[config.mk]
export PLATFORM = sky130hd
export DESIGN_NAME = ahc_host
export DESIGN_NICKNAME = d
export VERILOG_FILES = /design/src/hdl/ahc_pkg.sv /design/src/hdl/ahc_pin_if.sv /design/src/hdl/ahc_host.sv /design/src/hdl/ahc_sync.sv
export VERILOG_INCLUDE_DIRS = /design/src /design/src/hdl
export SDC_FILE = /design/constraint.sdc
export NUM_CORES = 1
export LEC_CHECK = 0
export BUFFER_PORTS_ARGS = -buffer_cell sky130_fd_sc_hd__buf_4
export CAP_MARGIN = 20
export CORE_MARGIN = 10
export CORE_UTILIZATION = 57
export CTS_CLUSTER_DIAMETER = 150
export DETAILED_ROUTE_END_ITERATION = 7
export PLACE_DENSITY = 0.85
export SKIP_CTS_REPAIR_TIMING = 1
export SLEW_MARGIN = 40
export SYNTH_ARGS = -nofsm -noshare
export SYNTH_HDL_FRONTEND = slang
export SYNTH_SLANG_ARGS = --single-unit
[constraint.sdc]
create_clock -name pclk -period 7.5 [get_ports pclk]
set_input_delay 1.875 -clock pclk [delete_from_list [all_inputs] [get_ports pclk]]
set_output_delay 1.875 -clock pclk [all_outputs]
set_load 0.01 [all_outputs]
[src/hdl/ahc_cfg.svh]
// Offsets, fields, reset values and timing counts of the converter host.
`ifndef AHC_CFG_SVH
`define AHC_CFG_SVH

// ----------------------------------------------------------------------
// Register map
// ----------------------------------------------------------------------
`define AHC_OFF_CTRL  8'h00
`define AHC_OFF_CHAN  8'h04
`define AHC_OFF_CMD   8'h08
`define AHC_OFF_STAT  8'h0C
`define AHC_OFF_DATA  8'h10

// ----------------------------------------------------------------------
// Fields and reset values
// ----------------------------------------------------------------------
`define AHC_CTRL_MODE   0
`define AHC_CTRL_SLEEP  1
`define AHC_CTRL_EARLY  2
`define AHC_CTRL_PIPE   3
`define AHC_CTRL_W      4
`define AHC_CTRL_RST    4'h2
`define AHC_CHAN_RST    3'h0
`define AHC_CMD_START   0
`define AHC_STAT_DONE   1

// ----------------------------------------------------------------------
// Timing
// ----------------------------------------------------------------------
`define AHC_CLK_NS      4
`define AHC_T_ACQ_NS    160
`define AHC_T_WAKE_NS   360
`define AHC_T_WR_NS     250
`define AHC_T_RD_NS     250
`define AHC_T_ACC0_NS   50
`define AHC_T_ACC1_NS   185
`define AHC_T_ACC2_NS   90
`define AHC_CYC(t)      (((t) + `AHC_CLK_NS - 1) / `AHC_CLK_NS)
`define AHC_N_ACQ       `AHC_CYC(`AHC_T_ACQ_NS)
`define AHC_N_WAKE      `AHC_CYC(`AHC_T_WAKE_NS)
`define AHC_N_WR        `AHC_CYC(`AHC_T_WR_NS)
`define AHC_N_RD        `AHC_CYC(`AHC_T_RD_NS)
`define AHC_N_ACC0      `AHC_CYC(`AHC_T_ACC0_NS)
`define AHC_N_ACC1      `AHC_CYC(`AHC_T_ACC1_NS)
`define AHC_N_ACC2      `AHC_CYC(`AHC_T_ACC2_NS)
`define AHC_N_SYNC      2
`define AHC_CNT_W       8

`endif

[src/hdl/ahc_pkg.sv]
// Types shared by the converter host modules.
package ahc_pkg;

	typedef enum logic [2:0] {
		AHC_S_IDLE  = 3'h0,
		AHC_S_CONV  = 3'h1,
		AHC_S_WAITD = 3'h3,
		AHC_S_READ  = 3'h2,
		AHC_S_END   = 3'h6
	} ahc_state_t;

endpackage

[src/hdl/ahc_pin_if.sv]
// Synchronised converter pin levels passed to the host sequencer.
`timescale 1ns/1ps
interface ahc_pin_if;
	logic       done_n;
	logic       wait_lvl;
	logic [7:0] data;

	modport syncd (output done_n, output wait_lvl, output data);
	modport ctrl  (input done_n, input wait_lvl, input data);
endinterface

[src/hdl/ahc_host.sv]
// APB-controlled host sequencer for a strobe-driven 8-bit converter.
//
// Register access over APB and the register offsets were chosen for this implementation.
`timescale 1ns/1ps
`include "ahc_cfg.svh"
module ahc_host import ahc_pkg::*; (
	input  wire logic        pclk,
	input  wire logic        presetn,
	input  wire logic        psel,
	input  wire logic        penable,
	input  wire logic        pwrite,
	input  wire logic [7:0]  paddr,
	input  wire logic [31:0] pwdata,
	output logic [31:0]      prdata,
	output logic             pready,
	output logic             pslverr,
	output logic             chip_select_n,
	output logic             read_strobe_n,
	output logic             wr_pin_o,
	output logic             wr_pin_oe_n,
	input  wire logic        wr_pin_i,
	input  wire logic        done_flag_n,
	input  wire logic [7:0]  adc_data_i,
	output logic             mode_sel,
	output logic             sleep_n,
	output logic [2:0]       chan_sel
);
	localparam int CW = `AHC_CNT_W;

	ahc_pin_if pins ();

	ahc_sync u_sync (
		.pclk        (pclk),
		.presetn     (presetn),
		.done_flag_n (done_flag_n),
		.wr_pin_i    (wr_pin_i),
		.adc_data_i  (adc_data_i),
		.pins        (pins)
	);

	logic [3:0]    ctrl_ff, nxt_ctrl;
	logic [2:0]    chan_ff, nxt_chan;
	logic          start_ff, nxt_start;
	logic          done_ff, nxt_done;
	logic          pready_ff, nxt_pready;
	logic          pslverr_ff, nxt_pslverr;
	logic [31:0]   prdata_ff, nxt_prdata;
	ahc_state_t    state_ff, nxt_state;
	logic [CW-1:0] cnt_ff, nxt_cnt;
	logic [CW-1:0] acq_ff, nxt_acq;
	logic [CW-1:0] wake_ff, nxt_wake;
	logic          cs_n_ff, nxt_cs_n;
	logic          rd_n_ff, nxt_rd_n;
	logic          wr_o_ff, nxt_wr_o;
	logic          wr_oe_n_ff, nxt_wr_oe_n;
	logic [7:0]    data_ff, nxt_data;
	logic          first_ff, nxt_first;
	logic          sleep_q_ff, nxt_sleep_q;
	logic          evt_ff, nxt_evt;
	logic          mode, early, pipe, awake, idle, ready_ok, go;
	logic          setup, wr_acc, ctrl_wr, chan_wr, early_path;

	function automatic logic hit(input logic [7:0] a, input logic [7:0] o);
		return a == o;
	endfunction

	assign mode       = ctrl_ff[`AHC_CTRL_MODE];
	assign early      = ctrl_ff[`AHC_CTRL_EARLY];
	assign pipe       = ctrl_ff[`AHC_CTRL_PIPE];
	assign awake      = ctrl_ff[`AHC_CTRL_SLEEP];
	assign idle       = (state_ff == AHC_S_IDLE);
	assign ready_ok   = awake && (acq_ff == '0) && (wake_ff == '0);
	assign go         = idle && start_ff && ready_ok;
	assign setup      = psel && !penable;
	assign wr_acc     = psel && penable && pready_ff && pwrite;
	assign early_path = mode && early && !pipe;
	// Mode and channel stay frozen while a conversion is pending or running.
	assign ctrl_wr = wr_acc && hit(paddr, `AHC_OFF_CTRL) && idle && !start_ff;
	assign chan_wr = wr_acc && hit(paddr, `AHC_OFF_CHAN) && idle && !start_ff;

	// ------------------------------------------------------------------
	// APB register slave
	// ------------------------------------------------------------------
	always_comb begin
		nxt_pready  = setup;
		nxt_prdata  = prdata_ff;
		nxt_pslverr = pslverr_ff;
		nxt_ctrl    = ctrl_ff;
		nxt_chan    = chan_ff;
		nxt_start   = start_ff;
		nxt_done    = done_ff;
		if (setup) begin
			nxt_pslverr = 1'b0;
			case (paddr)
				`AHC_OFF_CTRL: nxt_prdata = {28'h0, ctrl_ff};
				`AHC_OFF_CHAN: nxt_prdata = {29'h0, chan_ff};
				`AHC_OFF_CMD:  nxt_prdata = {31'h0, start_ff};
				`AHC_OFF_STAT: nxt_prdata = {27'h0, pins.wait_lvl, !first_ff,
					ready_ok, done_ff, !idle};
				`AHC_OFF_DATA: nxt_prdata = {24'h0, data_ff};
				default: begin
					nxt_prdata  = 32'h0;
					nxt_pslverr = 1'b1;
				end
			endcase
		end
		if (ctrl_wr)
			nxt_ctrl = pwdata[`AHC_CTRL_W-1:0];
		if (chan_wr)
			nxt_chan = pwdata[2:0];
		if (go)
			nxt_start = 1'b0;
		if (wr_acc && hit(paddr, `AHC_OFF_CMD) && pwdata[`AHC_CMD_START])
			nxt_start = 1'b1;
		if (wr_acc && hit(paddr, `AHC_OFF_STAT) && pwdata[`AHC_STAT_DONE])
			nxt_done = 1'b0;
		if (evt_ff)
			nxt_done = 1'b1;
	end

	always_ff @(posedge pclk or negedge presetn) begin
		if (!presetn) begin
			pready_ff  <= 1'b0;
			prdata_ff  <= 32'h0;
			pslverr_ff <= 1'b0;
			ctrl_ff    <= `AHC_CTRL_RST;
			chan_ff    <= `AHC_CHAN_RST;
			start_ff   <= 1'b0;
			done_ff    <= 1'b0;
		end else begin
			pready_ff  <= nxt_pready;
			prdata_ff  <= nxt_prdata;
			pslverr_ff <= nxt_pslverr;
			ctrl_ff    <= nxt_ctrl;
			chan_ff    <= nxt_chan;
			start_ff   <= nxt_start;
			done_ff    <= nxt_done;
		end
	end

	// ------------------------------------------------------------------
	// Conversion sequencer
	// ------------------------------------------------------------------
	always_comb begin
		nxt_state   = state_ff;
		nxt_cnt     = cnt_ff;
		nxt_cs_n    = cs_n_ff;
		nxt_rd_n    = rd_n_ff;
		nxt_wr_o    = wr_o_ff;
		nxt_wr_oe_n = wr_oe_n_ff;
		nxt_data    = data_ff;
		nxt_first   = first_ff;
		nxt_evt     = 1'b0;
		nxt_sleep_q = awake;
		nxt_acq     = (acq_ff != '0) ? acq_ff - 1'b1 : acq_ff;
		nxt_wake    = (wake_ff != '0) ? wake_ff - 1'b1 : wake_ff;
		if (awake && !sleep_q_ff)
			nxt_wake = CW'(`AHC_N_WAKE);
		if (chan_wr)
			nxt_acq = CW'(`AHC_N_ACQ);
		case (state_ff)
			AHC_S_IDLE: begin
				if (go) begin
					nxt_cs_n = 1'b0;
					if (!mode) begin
						nxt_rd_n  = 1'b0;
						nxt_state = AHC_S_WAITD;
					end else begin
						nxt_wr_o    = 1'b0;
						nxt_wr_oe_n = 1'b0;
						nxt_rd_n    = !pipe;
						nxt_cnt     = CW'(`AHC_N_WR);
						nxt_state   = AHC_S_CONV;
					end
				end
			end
			AHC_S_CONV: begin
				if (cnt_ff != '0) begin
					nxt_cnt = cnt_ff - 1'b1;
				end else begin
					nxt_state = AHC_S_WAITD;
					if (!pipe) begin
						nxt_wr_o = 1'b1;
						nxt_cnt  = early ? CW'(`AHC_N_RD) : '0;
					end
				end
			end
			AHC_S_WAITD: begin
				// read after done unless reading early
				if (early_path ? (cnt_ff == '0) : !pins.done_n) begin
					nxt_rd_n  = 1'b0;
					nxt_state = AHC_S_READ;
					if (!mode)
						nxt_cnt = CW'(`AHC_N_ACC0 + `AHC_N_SYNC);
					else if (early_path)
						nxt_cnt = CW'(`AHC_N_ACC1 + `AHC_N_SYNC);
					else
						nxt_cnt = CW'(`AHC_N_ACC2 + `AHC_N_SYNC);
				end else if (cnt_ff != '0) begin
					nxt_cnt = cnt_ff - 1'b1;
				end
			end
			AHC_S_READ: begin
				if (cnt_ff != '0) begin
					nxt_cnt = cnt_ff - 1'b1;
				end else begin
					// first result after reset is dropped
					if (!first_ff) begin
						nxt_data = pins.data;
						nxt_evt  = 1'b1;
					end
					nxt_first   = 1'b0;
					nxt_rd_n    = 1'b1;
					nxt_wr_o    = 1'b1;
					nxt_wr_oe_n = 1'b1;
					nxt_acq     = CW'(`AHC_N_ACQ);
					nxt_state   = AHC_S_END;
				end
			end
			AHC_S_END: begin
				nxt_cs_n  = 1'b1;
				nxt_state = AHC_S_IDLE;
			end
			default: nxt_state = AHC_S_IDLE;
		endcase
	end

	always_ff @(posedge pclk or negedge presetn) begin
		if (!presetn) begin
			state_ff   <= AHC_S_IDLE;
			cnt_ff     <= '0;
			acq_ff     <= '0;
			wake_ff    <= CW'(`AHC_N_WAKE);
			cs_n_ff    <= 1'b1;
			rd_n_ff    <= 1'b1;
			wr_o_ff    <= 1'b1;
			wr_oe_n_ff <= 1'b1;
			data_ff    <= 8'h00;
			first_ff   <= 1'b1;
			sleep_q_ff <= 1'b1;
			evt_ff     <= 1'b0;
		end else begin
			state_ff   <= nxt_state;
			cnt_ff     <= nxt_cnt;
			acq_ff     <= nxt_acq;
			wake_ff    <= nxt_wake;
			cs_n_ff    <= nxt_cs_n;
			rd_n_ff    <= nxt_rd_n;
			wr_o_ff    <= nxt_wr_o;
			wr_oe_n_ff <= nxt_wr_oe_n;
			data_ff    <= nxt_data;
			first_ff   <= nxt_first;
			sleep_q_ff <= nxt_sleep_q;
			evt_ff     <= nxt_evt;
		end
	end

	assign prdata        = prdata_ff;
	assign pready        = pready_ff;
	assign pslverr       = pslverr_ff;
	assign chip_select_n = cs_n_ff;
	assign read_strobe_n = rd_n_ff;
	assign wr_pin_o      = wr_o_ff;
	assign wr_pin_oe_n   = wr_oe_n_ff;
	// mode pin always driven from the control register
	assign mode_sel      = ctrl_ff[`AHC_CTRL_MODE];
	assign sleep_n       = ctrl_ff[`AHC_CTRL_SLEEP];
	assign chan_sel      = chan_ff;

	localparam int N_WAKE_I = `AHC_N_WAKE;
	localparam int N_ACQ_I  = `AHC_N_ACQ;
endmodule

[src/hdl/ahc_sync.sv]
// Two-stage synchronisers for every converter pin read by the host.
`timescale 1ns/1ps
module ahc_sync (
	input  wire logic       pclk,
	input  wire logic       presetn,
	input  wire logic       done_flag_n,
	input  wire logic       wr_pin_i,
	input  wire logic [7:0] adc_data_i,
	ahc_pin_if.syncd        pins
);
	localparam int        W   = 10;
	localparam logic [9:0] RST = 10'h300;

	logic [W-1:0] raw;
	logic [W-1:0] s1_ff;
	logic [W-1:0] s2_ff;

	assign raw = {wr_pin_i, done_flag_n, adc_data_i};

	// ------------------------------------------------------------------
	// Per-bit synchronisers
	// ------------------------------------------------------------------
	genvar i;
	generate
		for (i = 0; i < W; i++) begin : g_bit
			always_ff @(posedge pclk or negedge presetn) begin
				if (!presetn) begin
					s1_ff[i] <= RST[i];
					s2_ff[i] <= RST[i];
				end else begin
					s1_ff[i] <= raw[i];
					s2_ff[i] <= s1_ff[i];
				end
			end
		end
	endgenerate

	assign pins.data     = s2_ff[7:0];
	assign pins.done_n   = s2_ff[8];
	assign pins.wait_lvl = s2_ff[9];
endmodule

==> results.yml, run 1 <==
timing:
  fin_worst_skew_ps: 11.9
  max_freq_mhz: 269
  worstMarginPinSlew_ps: 804
  min_period_ps: 3710
  tns_ps: 0
  worst_slack_ps: 3790
  hold_viol: 0
  rsz0062_at_grt: "false"
  finalSetupViolations: 0
  slew_headroom_pct: 46.3
  finalMaxSlewViolations: 0
  post-route-period-util_pct: 49.5
clocking:
  cts-root-buf: "clkbuf_8"
  clk_pin_slew_ps: 80
  h-tree-depth: 3
  cts_buffer_depth: 2
  cts_buffers: 9
  clk_latency_ps: 360
  cts_tree: "done"
  cts_sinks: 81
die:
  rows: 30
  start_util_pct: 58.6
  die-width_um: 103
  die-area_um2: 10700
  die_height_um: 103
  pin_count: 98
  core_um2: 6760
yosys:
  synth_seq_area_share_pct: 51.7
  ys_types: 58
  ys_seq_elements: 81
  syn-mean-instance-area_um2: 10.4
  synth_top_family_by_area: "simple AND/OR/NAND/NOR gates"
  synthesis.instances: 382
  synth_top_area_share_pct: 41.7
  synth-compound-area-share_pct: 12.2
  syn_area_um2: 3960
  synth-simple-area-share_pct: 17.5
  ys.flop_type: "dfrtp_1"
  synthMuxAreaShare_pct: 6.38
  netlist_top_cells_count: "dfrtp_1 (66), nand2_1 (33), nor2_1 (25), buf_4 (24), o21ai_0 (21)"
  synth_enable_flop_cells: 0
  synthTopCellsByArea: "dfrtp_1 (42%), dfstp_2 (10%), buf_4 (4.5%)"
  yosysMostFrequentCell: "dfrtp_1"
  async_flop_share_pct: 100
  yosys.area_share.xor_xnor_pct: 2.65
  synthAdderAreaFrac_pct: 1.90
  yosysTopAreaCell: "dfrtp_1"
  yosys_warnings: 0
detailed_routing:
  drt-total-wl_um: 8650
  wl_per_cell_um: 17.0
  drt-initial-drc-count: 141
  via_per_inst: 5.79
  num_vias: 2940
  drc: 0
  ant_nets: 0
  dr.pass1.iters: 4
worst_setup_path:
  critical-path-top-delay-family: "simple AND/OR/NAND/NOR gates"
  start_kind: "input port"
  crit_required_ps: 7790
  critPathSlowestCell: "nor4_1"
  path_class: "input port to flop"
  crit_chain: "buf_4 > or4_1 > nor4_1 > nand2_1 > a21oi_1 > a22o_1"
  path_max_fanout: 5
  critPathArrivalTime_ps: 4010
  worst_setup_path_end_kind: "flop"
  slowest_delay_ps: 610
  crit_buf_inv: 1
pwr:
  leakage_nw: 2.15
  vdd_ir_drop_max_uv: 155
  cellPowerDensity_nw_per_um2: 181
placed_design:
  placedInstanceArea_um2: 4260
  place.gp.congestion: 0.919
  port_buffers: 45
  dp_slack_ps: 3500
  dpl.hpwl_um: 6440
layout:
  stdcell_area_um2: 4470
  n_fill_cell: 497
  syn_to_final_growth_pct: 12.9
  n_antenna_cell: 0
  nets: 484
  drive_above_1_share_pct: 23.1
grt:
  grtUsageTotal_pct: 16.6
  grt_overflow: 0
  grt_first_pass_wirelength_um: 13800
  grt_max_degree: 82
  antenna_found_initial: 0
  grt_pass1_vias: 2875
job:
  drv_cap: 0
worst_hold_path:
  hold_class: "flop to flop"
outcome:
  status: "completed"
## worst register-to-register path, stage by stage, from the launching register on
cell and delay [ps]:
dfrtp_1 430, inv_1 130, ha_1 190, nor3b_1 560, and3_1 370, nor2b_1 680
mux2_2 430
## routing by layer
metal	wire length [µm]	up-vias	track usage, %
met4	193	0	7.17
li1	-	1391	-
met1	3520	1421	20.3
met2	4300	106	27.2
met5	0	-	0
met3	637	22	3.99
## metrics by stage
stage | hold slack (ps) | instances | total power [mW] | utilization, %
final | 355 | 508 | 0.810 | 66.2
after global routing | 364 | 508 | 0.839 | 66.2
after global placement | 331 | 492 | 0.485 | 62.9
after floorplan | 331 | 405 | 0.474 | -
after CTS | 355 | 508 | 0.816 | 66.2
after detailed placement | 335 | 492 | 0.486 | 63.0
## worst paths after layout
kind | endpoint | start | cells after the start | slack (ps)
hold / removal | u_sync.pins.data[2] | u_sync.s1_ff[2] | 0 | 350
max in group asynchronous | data_ff[5] | presetn | 1 | 5500
hold reg to reg | u_sync.pins.data[2] | u_sync.s1_ff[2] | 0 | 350
min in group asynchronous | cnt_ff[7] | presetn | 1 | 1530
setup reg to reg | data_ff[1] | cnt_ff[1] | 6 | 4590
setup / recovery | prdata[4] | paddr[0] | 6 | 3790
## sequential cells by signal, summed over array words and instances, names as in the netlist, 3 cells and up
name / count
u_sync.pins.data: 8
state_ff: 3
data_ff: 8
ctrl_ff: 4
chan_sel: 3
acq_ff: 8
prdata: 8
cnt_ff: 8
wake_ff: 8
u_sync.s1_ff: 10
## cell type report
cell class	instances	area (µm²)	area share, %
flip-flops and latches	81	2050	45.8
multi-input cells	268	1700	38.0
repair buffers	46	349	7.81
clock buffers	9	124	2.77
well taps	80	100	2.24
clock inverters	7	88.8	1.99
inverters	17	63.8	1.43
## cells in the final DEF (no fill, tap or decap), types with 12 or more instances in the layout
cell type and instances:
dfrtp_1 66, buf_4 45, nand2_1 33, nor2_1 25, conb_1 24, o21ai_0 21
inv_1 17, mux2_2 16, dfstp_2 15, a21oi_1 13, nand3_1 12
## logic make-up after synthesis
| kind of cell | count (synthesis) |
|---|---|
| simple gates | 130 |
| flops | 81 |
| compound gates | 74 |
| buf+inv | 56 |
| mux | 22 |
| xor+xnor | 12 |
| fa+ha+maj | 6 |
| other cells | 1 |
## where the power goes
group / switching [mW] / internal, mW
Sequential: 0.00180 / 0.443
Combinational: 0.0215 / 0.0114
Clock: 0.172 / 0.160
Power figures use the tool's default switching activity.
==> run 2, diff against run 1 <==
--- a/config.mk
+++ b/config.mk
@@ -9,10 +9,10 @@
 export BUFFER_PORTS_ARGS = -buffer_cell sky130_fd_sc_hd__buf_4
 export CAP_MARGIN = 20
 export CORE_MARGIN = 10
-export CORE_UTILIZATION = 57
+export CORE_UTILIZATION = 48
 export CTS_CLUSTER_DIAMETER = 150
 export DETAILED_ROUTE_END_ITERATION = 7
-export PLACE_DENSITY = 0.85
+export PLACE_DENSITY = 0.76
 export SKIP_CTS_REPAIR_TIMING = 1
 export SLEW_MARGIN = 40
 export SYNTH_ARGS = -nofsm -noshare
==> constraint.sdc (replaced) <==
create_clock -name pclk -period 3 [get_ports pclk]
set_input_delay 0.75 -clock pclk [delete_from_list [all_inputs] [get_ports pclk]]
set_output_delay 0.75 -clock pclk [all_outputs]
set_load 0.01 [all_outputs]
==> results.yml, run 2 (synthesized netlist as in run 1, its figures left out) <==
layout:
  finalCoreUtilization_pct: 55.5
  drive_above_1_share_pct: 24.2
  mostFrequentLayoutCell: "dfrtp_1"
  regMostFlops: "u_sync.s1_ff"
  fin_cells: 539
  syn_to_final_growth_pct: 14.1
  largest_reg_flops: 10
  nets: 490
  n_antenna_cell: 0
  final_cell_mix: "dfrtp_1 (66), buf_4 (51), nand2_1 (33)"
timing:
  slew_headroom_pct: 42.6
  rsz0062_at_grt: "false"
  fin_worst_skew_ps: 15.4
  hold_viol: 0
  min_period_ps: 2560
  finalMaxSlewViolations: 0
  worstMarginPinSlew_ps: 853
  tns_ps: 0
  max_freq_mhz: 391
  post-route-period-util_pct: 85.3
  finalSetupViolations: 0
detailed_routing:
  ant_nets: 0
  dr.pass1.iters: 4
  drc: 0
  drt-initial-drc-count: 225
  via_per_inst: 5.42
  drt-total-wl_um: 8580
  num_vias: 2919
  wl_per_cell_um: 15.9
worst_setup_path:
  critPathArrivalTime_ps: 2860
  path_max_fanout: 6
  crit_required_ps: 3300
  start_kind: "flop"
  worst_setup_path_end_kind: "flop"
  rrSetupSlack_ps: 440
  path_class: "flop to flop"
worst_hold_path:
  hold_class: "flop to flop"
pwr:
  cellPowerDensity_nw_per_um2: 431
  power_frac_comb_pct: 4.2
  seq_power_share_pct: 57.1
  leakage_nw: 2.16
  swShare_pct: 25.6
  switchingPower_mw: 0.498
  pwr-share-clk_pct: 38.6
  vdd_ir_drop_max_uv: 338
  p_int_mw: 1.45
clocking:
  cts-root-buf: "clkbuf_8"
  clk_latency_ps: 360
  clk_pin_slew_ps: 100
  cts_buffers: 9
  h-tree-depth: 3
  cts_sinks: 81
  cts_tree: "done"
  cts_buffer_depth: 2
grt:
  grt_first_pass_wirelength_um: 13900
  grtUsageTotal_pct: 13.4
  antenna_found_initial: 0
  grt_max_degree: 81
  grt_pass1_vias: 2891
  grt_overflow: 0
outcome:
  status: "completed"
die:
  die_height_um: 111
  start_util_pct: 48.7
  pin_count: 98
  die-width_um: 111
  die-area_um2: 12300
  rows: 33
  core_um2: 8130
placed_design:
  place.gp.congestion: 0.888
  dp.cells: 523
  port_buffers: 45
  dpl.hpwl_um: 6300
job:
  drv_cap: 0
[run 2: cell types whose count changed in the layout (fill, tap and decap cells not counted)]
cell / before / now
buf_4: 45 / 51
bufinv_16: 1 / 0
clkinv_4: 2 / 1
clkinv_8: 1 / 0
clkinvlp_4: 1 / 3
inv_8: 0 / 1
[run 2: critical path, cell delays in order, from the launching register on]
cell	delay (ps)
dfrtp_1	440
or4_4	570
or4b_1	610
or3_4	430
or3_1	310
a21oi_1	140
[run 2: per-stage QoR]
step / hold slack (ps) / instance area (µm²) / power, mW / setup WS, ps
2_1_floorplan: 331 / 4050 / 1.18 / 582
3_3_place_gp: 331 / 4330 / 1.21 / 391
3_5_place_dp: 337 / 4330 / 1.22 / 346
4_1_cts: 358 / 4520 / 1.96 / 439
5_1_grt: 363 / 4520 / 2.02 / 347
6_report: 354 / 4520 / 1.95 / 440
[run 2: final timing paths]
path	startpoint	end	cells after the start
max in group asynchronous	presetn	u_sync.s1_ff[8]	2
worst max-delay path	acq_ff[2]	state_ff[1]	5
worst min register to register	u_sync.s1_ff[6]	u_sync.pins.data[6]	0
worst min-delay path	u_sync.s1_ff[6]	u_sync.pins.data[6]	0
worst max register to register	acq_ff[2]	state_ff[1]	5
min in group asynchronous	presetn	cnt_ff[6]	1
[run 2: layer usage]
layer,GRT usage [%],up-vias,part of all wire [%]
met5,0,-,0
met2,21.9,99,48
met1,16.1,1408,43
li1,-,1401,-
met3,4.65,11,7.5
met4,4.25,0,1.4
[run 2: layout make-up]
cell class | instances | area [µm²]
inverter | 17 | 63.8
clock buffer | 9 | 124
multi-input combinational | 268 | 1700
timing repair buffer | 52 | 394
fill | 730 | 3620
clock inverter | 7 | 60.1
sequential | 81 | 2050
tap | 105 | 131
[run 2: power groups by stage]
stage | Clock [mW] | Combinational (mW) | Sequential, mW
6_report | 0.753 | 0.0828 | 1.11
5_1_grt | 0.808 | 0.0926 | 1.11
4_1_cts | 0.767 | 0.0829 | 1.11
3_5_place_dp | 0 | 0.0826 | 1.13
3_3_place_gp | 0 | 0.0810 | 1.13
2_1_floorplan | 0 | 0.0519 | 1.13
==> run 3, diff against run 2 <==
--- a/config.mk
+++ b/config.mk
@@ -13,6 +13,7 @@
 export CTS_CLUSTER_DIAMETER = 150
 export DETAILED_ROUTE_END_ITERATION = 7
 export PLACE_DENSITY = 0.76
+export RECOVER_POWER = 50
 export SKIP_CTS_REPAIR_TIMING = 1
 export SLEW_MARGIN = 40
 export SYNTH_ARGS = -nofsm -noshare
==> results.yml, run 3 (synthesized netlist as in run 1, its figures left out) <==
pwr:
  p_total_mw: 1.94
  leakage_nw: 2.16
  cellPowerDensity_nw_per_um2: 430
  vdd_ir_drop_max_uv: 331
detailed_routing:
  ant_nets: 0
  via_per_inst: 5.44
  drt-total-wl_um: 8500
  wl_per_cell_um: 15.8
  num_vias: 2934
  dr.pass1.iters: 4
  drc: 0
  drt-initial-drc-count: 215
worst_hold_path:
  hold_class: "flop to flop"
timing:
  slew_headroom_pct: -25.6
  max_freq_mhz: 390
  tns_ps: 0
  whs_ps: 355
  finalSetupViolations: 0
  finalMaxSlewViolations: 81
  worstMarginPinSlew_ps: 1880
  hold_viol: 0
  min_period_ps: 2560
  rsz0062_at_grt: "false"
  post-route-period-util_pct: 85.4
  fin_worst_skew_ps: 14.7
grt:
  grt_first_pass_wirelength_um: 13900
  grt_overflow: 0
  antenna_found_initial: 0
  grtUsageTotal_pct: 13.4
  grt_pass1_vias: 2891
  grt_max_degree: 81
clocking:
  cts_tree: "done"
  cts_buffer_depth: 2
  h-tree-depth: 3
  clk_latency_ps: 360
  cts-root-buf: "clkbuf_8"
  cts_buffers: 9
  clk_pin_slew_ps: 100
  cts_sinks: 81
die:
  die-area_um2: 12300
  start_util_pct: 48.7
  rows: 33
  die_height_um: 111
  pin_count: 98
  core_um2: 8130
  die-width_um: 111
worst_setup_path:
  crit_chain: "or4_4 > or4b_1 > or3_4 > or3_1 > a21oi_1"
  start_kind: "flop"
  path_class: "flop to flop"
  slowest_delay_ps: 610
  path_max_fanout: 6
  crit_buf_inv: 0
  critPathArrivalTime_ps: 2850
  critPathSlowestCell: "or4b_1"
  crit_required_ps: 3290
  critical-path-top-delay-family: "simple AND/OR/NAND/NOR gates"
  worst_setup_path_end_kind: "flop"
layout:
  nets: 490
  syn_to_final_growth_pct: 13.9
  regMostFlops: "u_sync.s1_ff"
  final_cell_mix: "dfrtp_1 (66), buf_4 (41), nand2_1 (33)"
  drive_above_1_share_pct: 24.0
  n_antenna_cell: 0
  mostFrequentLayoutCell: "dfrtp_1"
  n_fill_cell: 732
  largest_reg_flops: 10
placed_design:
  dpl.hpwl_um: 6300
  port_buffers: 45
  place.gp.congestion: 0.888
outcome:
  status: "finished, violations left"
  failed_checks: "capacitance limit, slew limit"
job:
  drv_cap: 1
==> run 3: through the flow <==
stage | util (%) | setup slack (ps) | area (µm²) | instances
6_report | 55.5 | 439 | 4510 | 539
5_1_grt | 55.5 | 347 | 4510 | 539
4_1_cts | 55.5 | 439 | 4520 | 539
3_5_place_dp | 53.3 | 346 | 4330 | 523
3_3_place_gp | 53.2 | 391 | 4330 | 523
2_1_floorplan | - | 582 | 4050 | 405
==> run 3: where the power goes <==
group / total [mW] / internal, mW / switching, mW
Clock: 0.745 / 0.313 / 0.433
Combinational: 0.0810 / 0.0279 / 0.0531
Sequential: 1.11 / 1.11 / 0.00472
Total: 1.94 / 1.45 / 0.490
==> run 3: metal layers <==
layer,track usage [%],vias to the layer above,wire [µm]
met5,0,-,0
met2,21.9,89,4150
met3,4.65,15,625
met1,16.1,1429,3580
li1,-,1401,-
met4,4.25,0,144
==> run 3: layout make-up <==
class	count	area [µm²]	share of cell area [%]
clock buffers	9	124	2.75
clock inverters	7	60.1	1.33
inverters	17	63.8	1.41
multi-input cells	268	1700	37.7
flip-flops and latches	81	2050	45.3
well taps	105	131	2.91
repair buffers	52	388	8.60
==> run 3: path summary, 6_finish.rpt <==
path	to	startpoint	cells after the start	slack, ps
max in group asynchronous	acq_ff[3]	presetn	1	980
min in group asynchronous	cnt_ff[6]	presetn	1	870
worst min register to register	u_sync.pins.data[6]	u_sync.s1_ff[6]	0	350
worst min-delay path	u_sync.pins.data[6]	u_sync.s1_ff[6]	0	350
worst max-delay path	state_ff[1]	acq_ff[2]	5	440
worst max register to register	state_ff[1]	acq_ff[2]	5	440
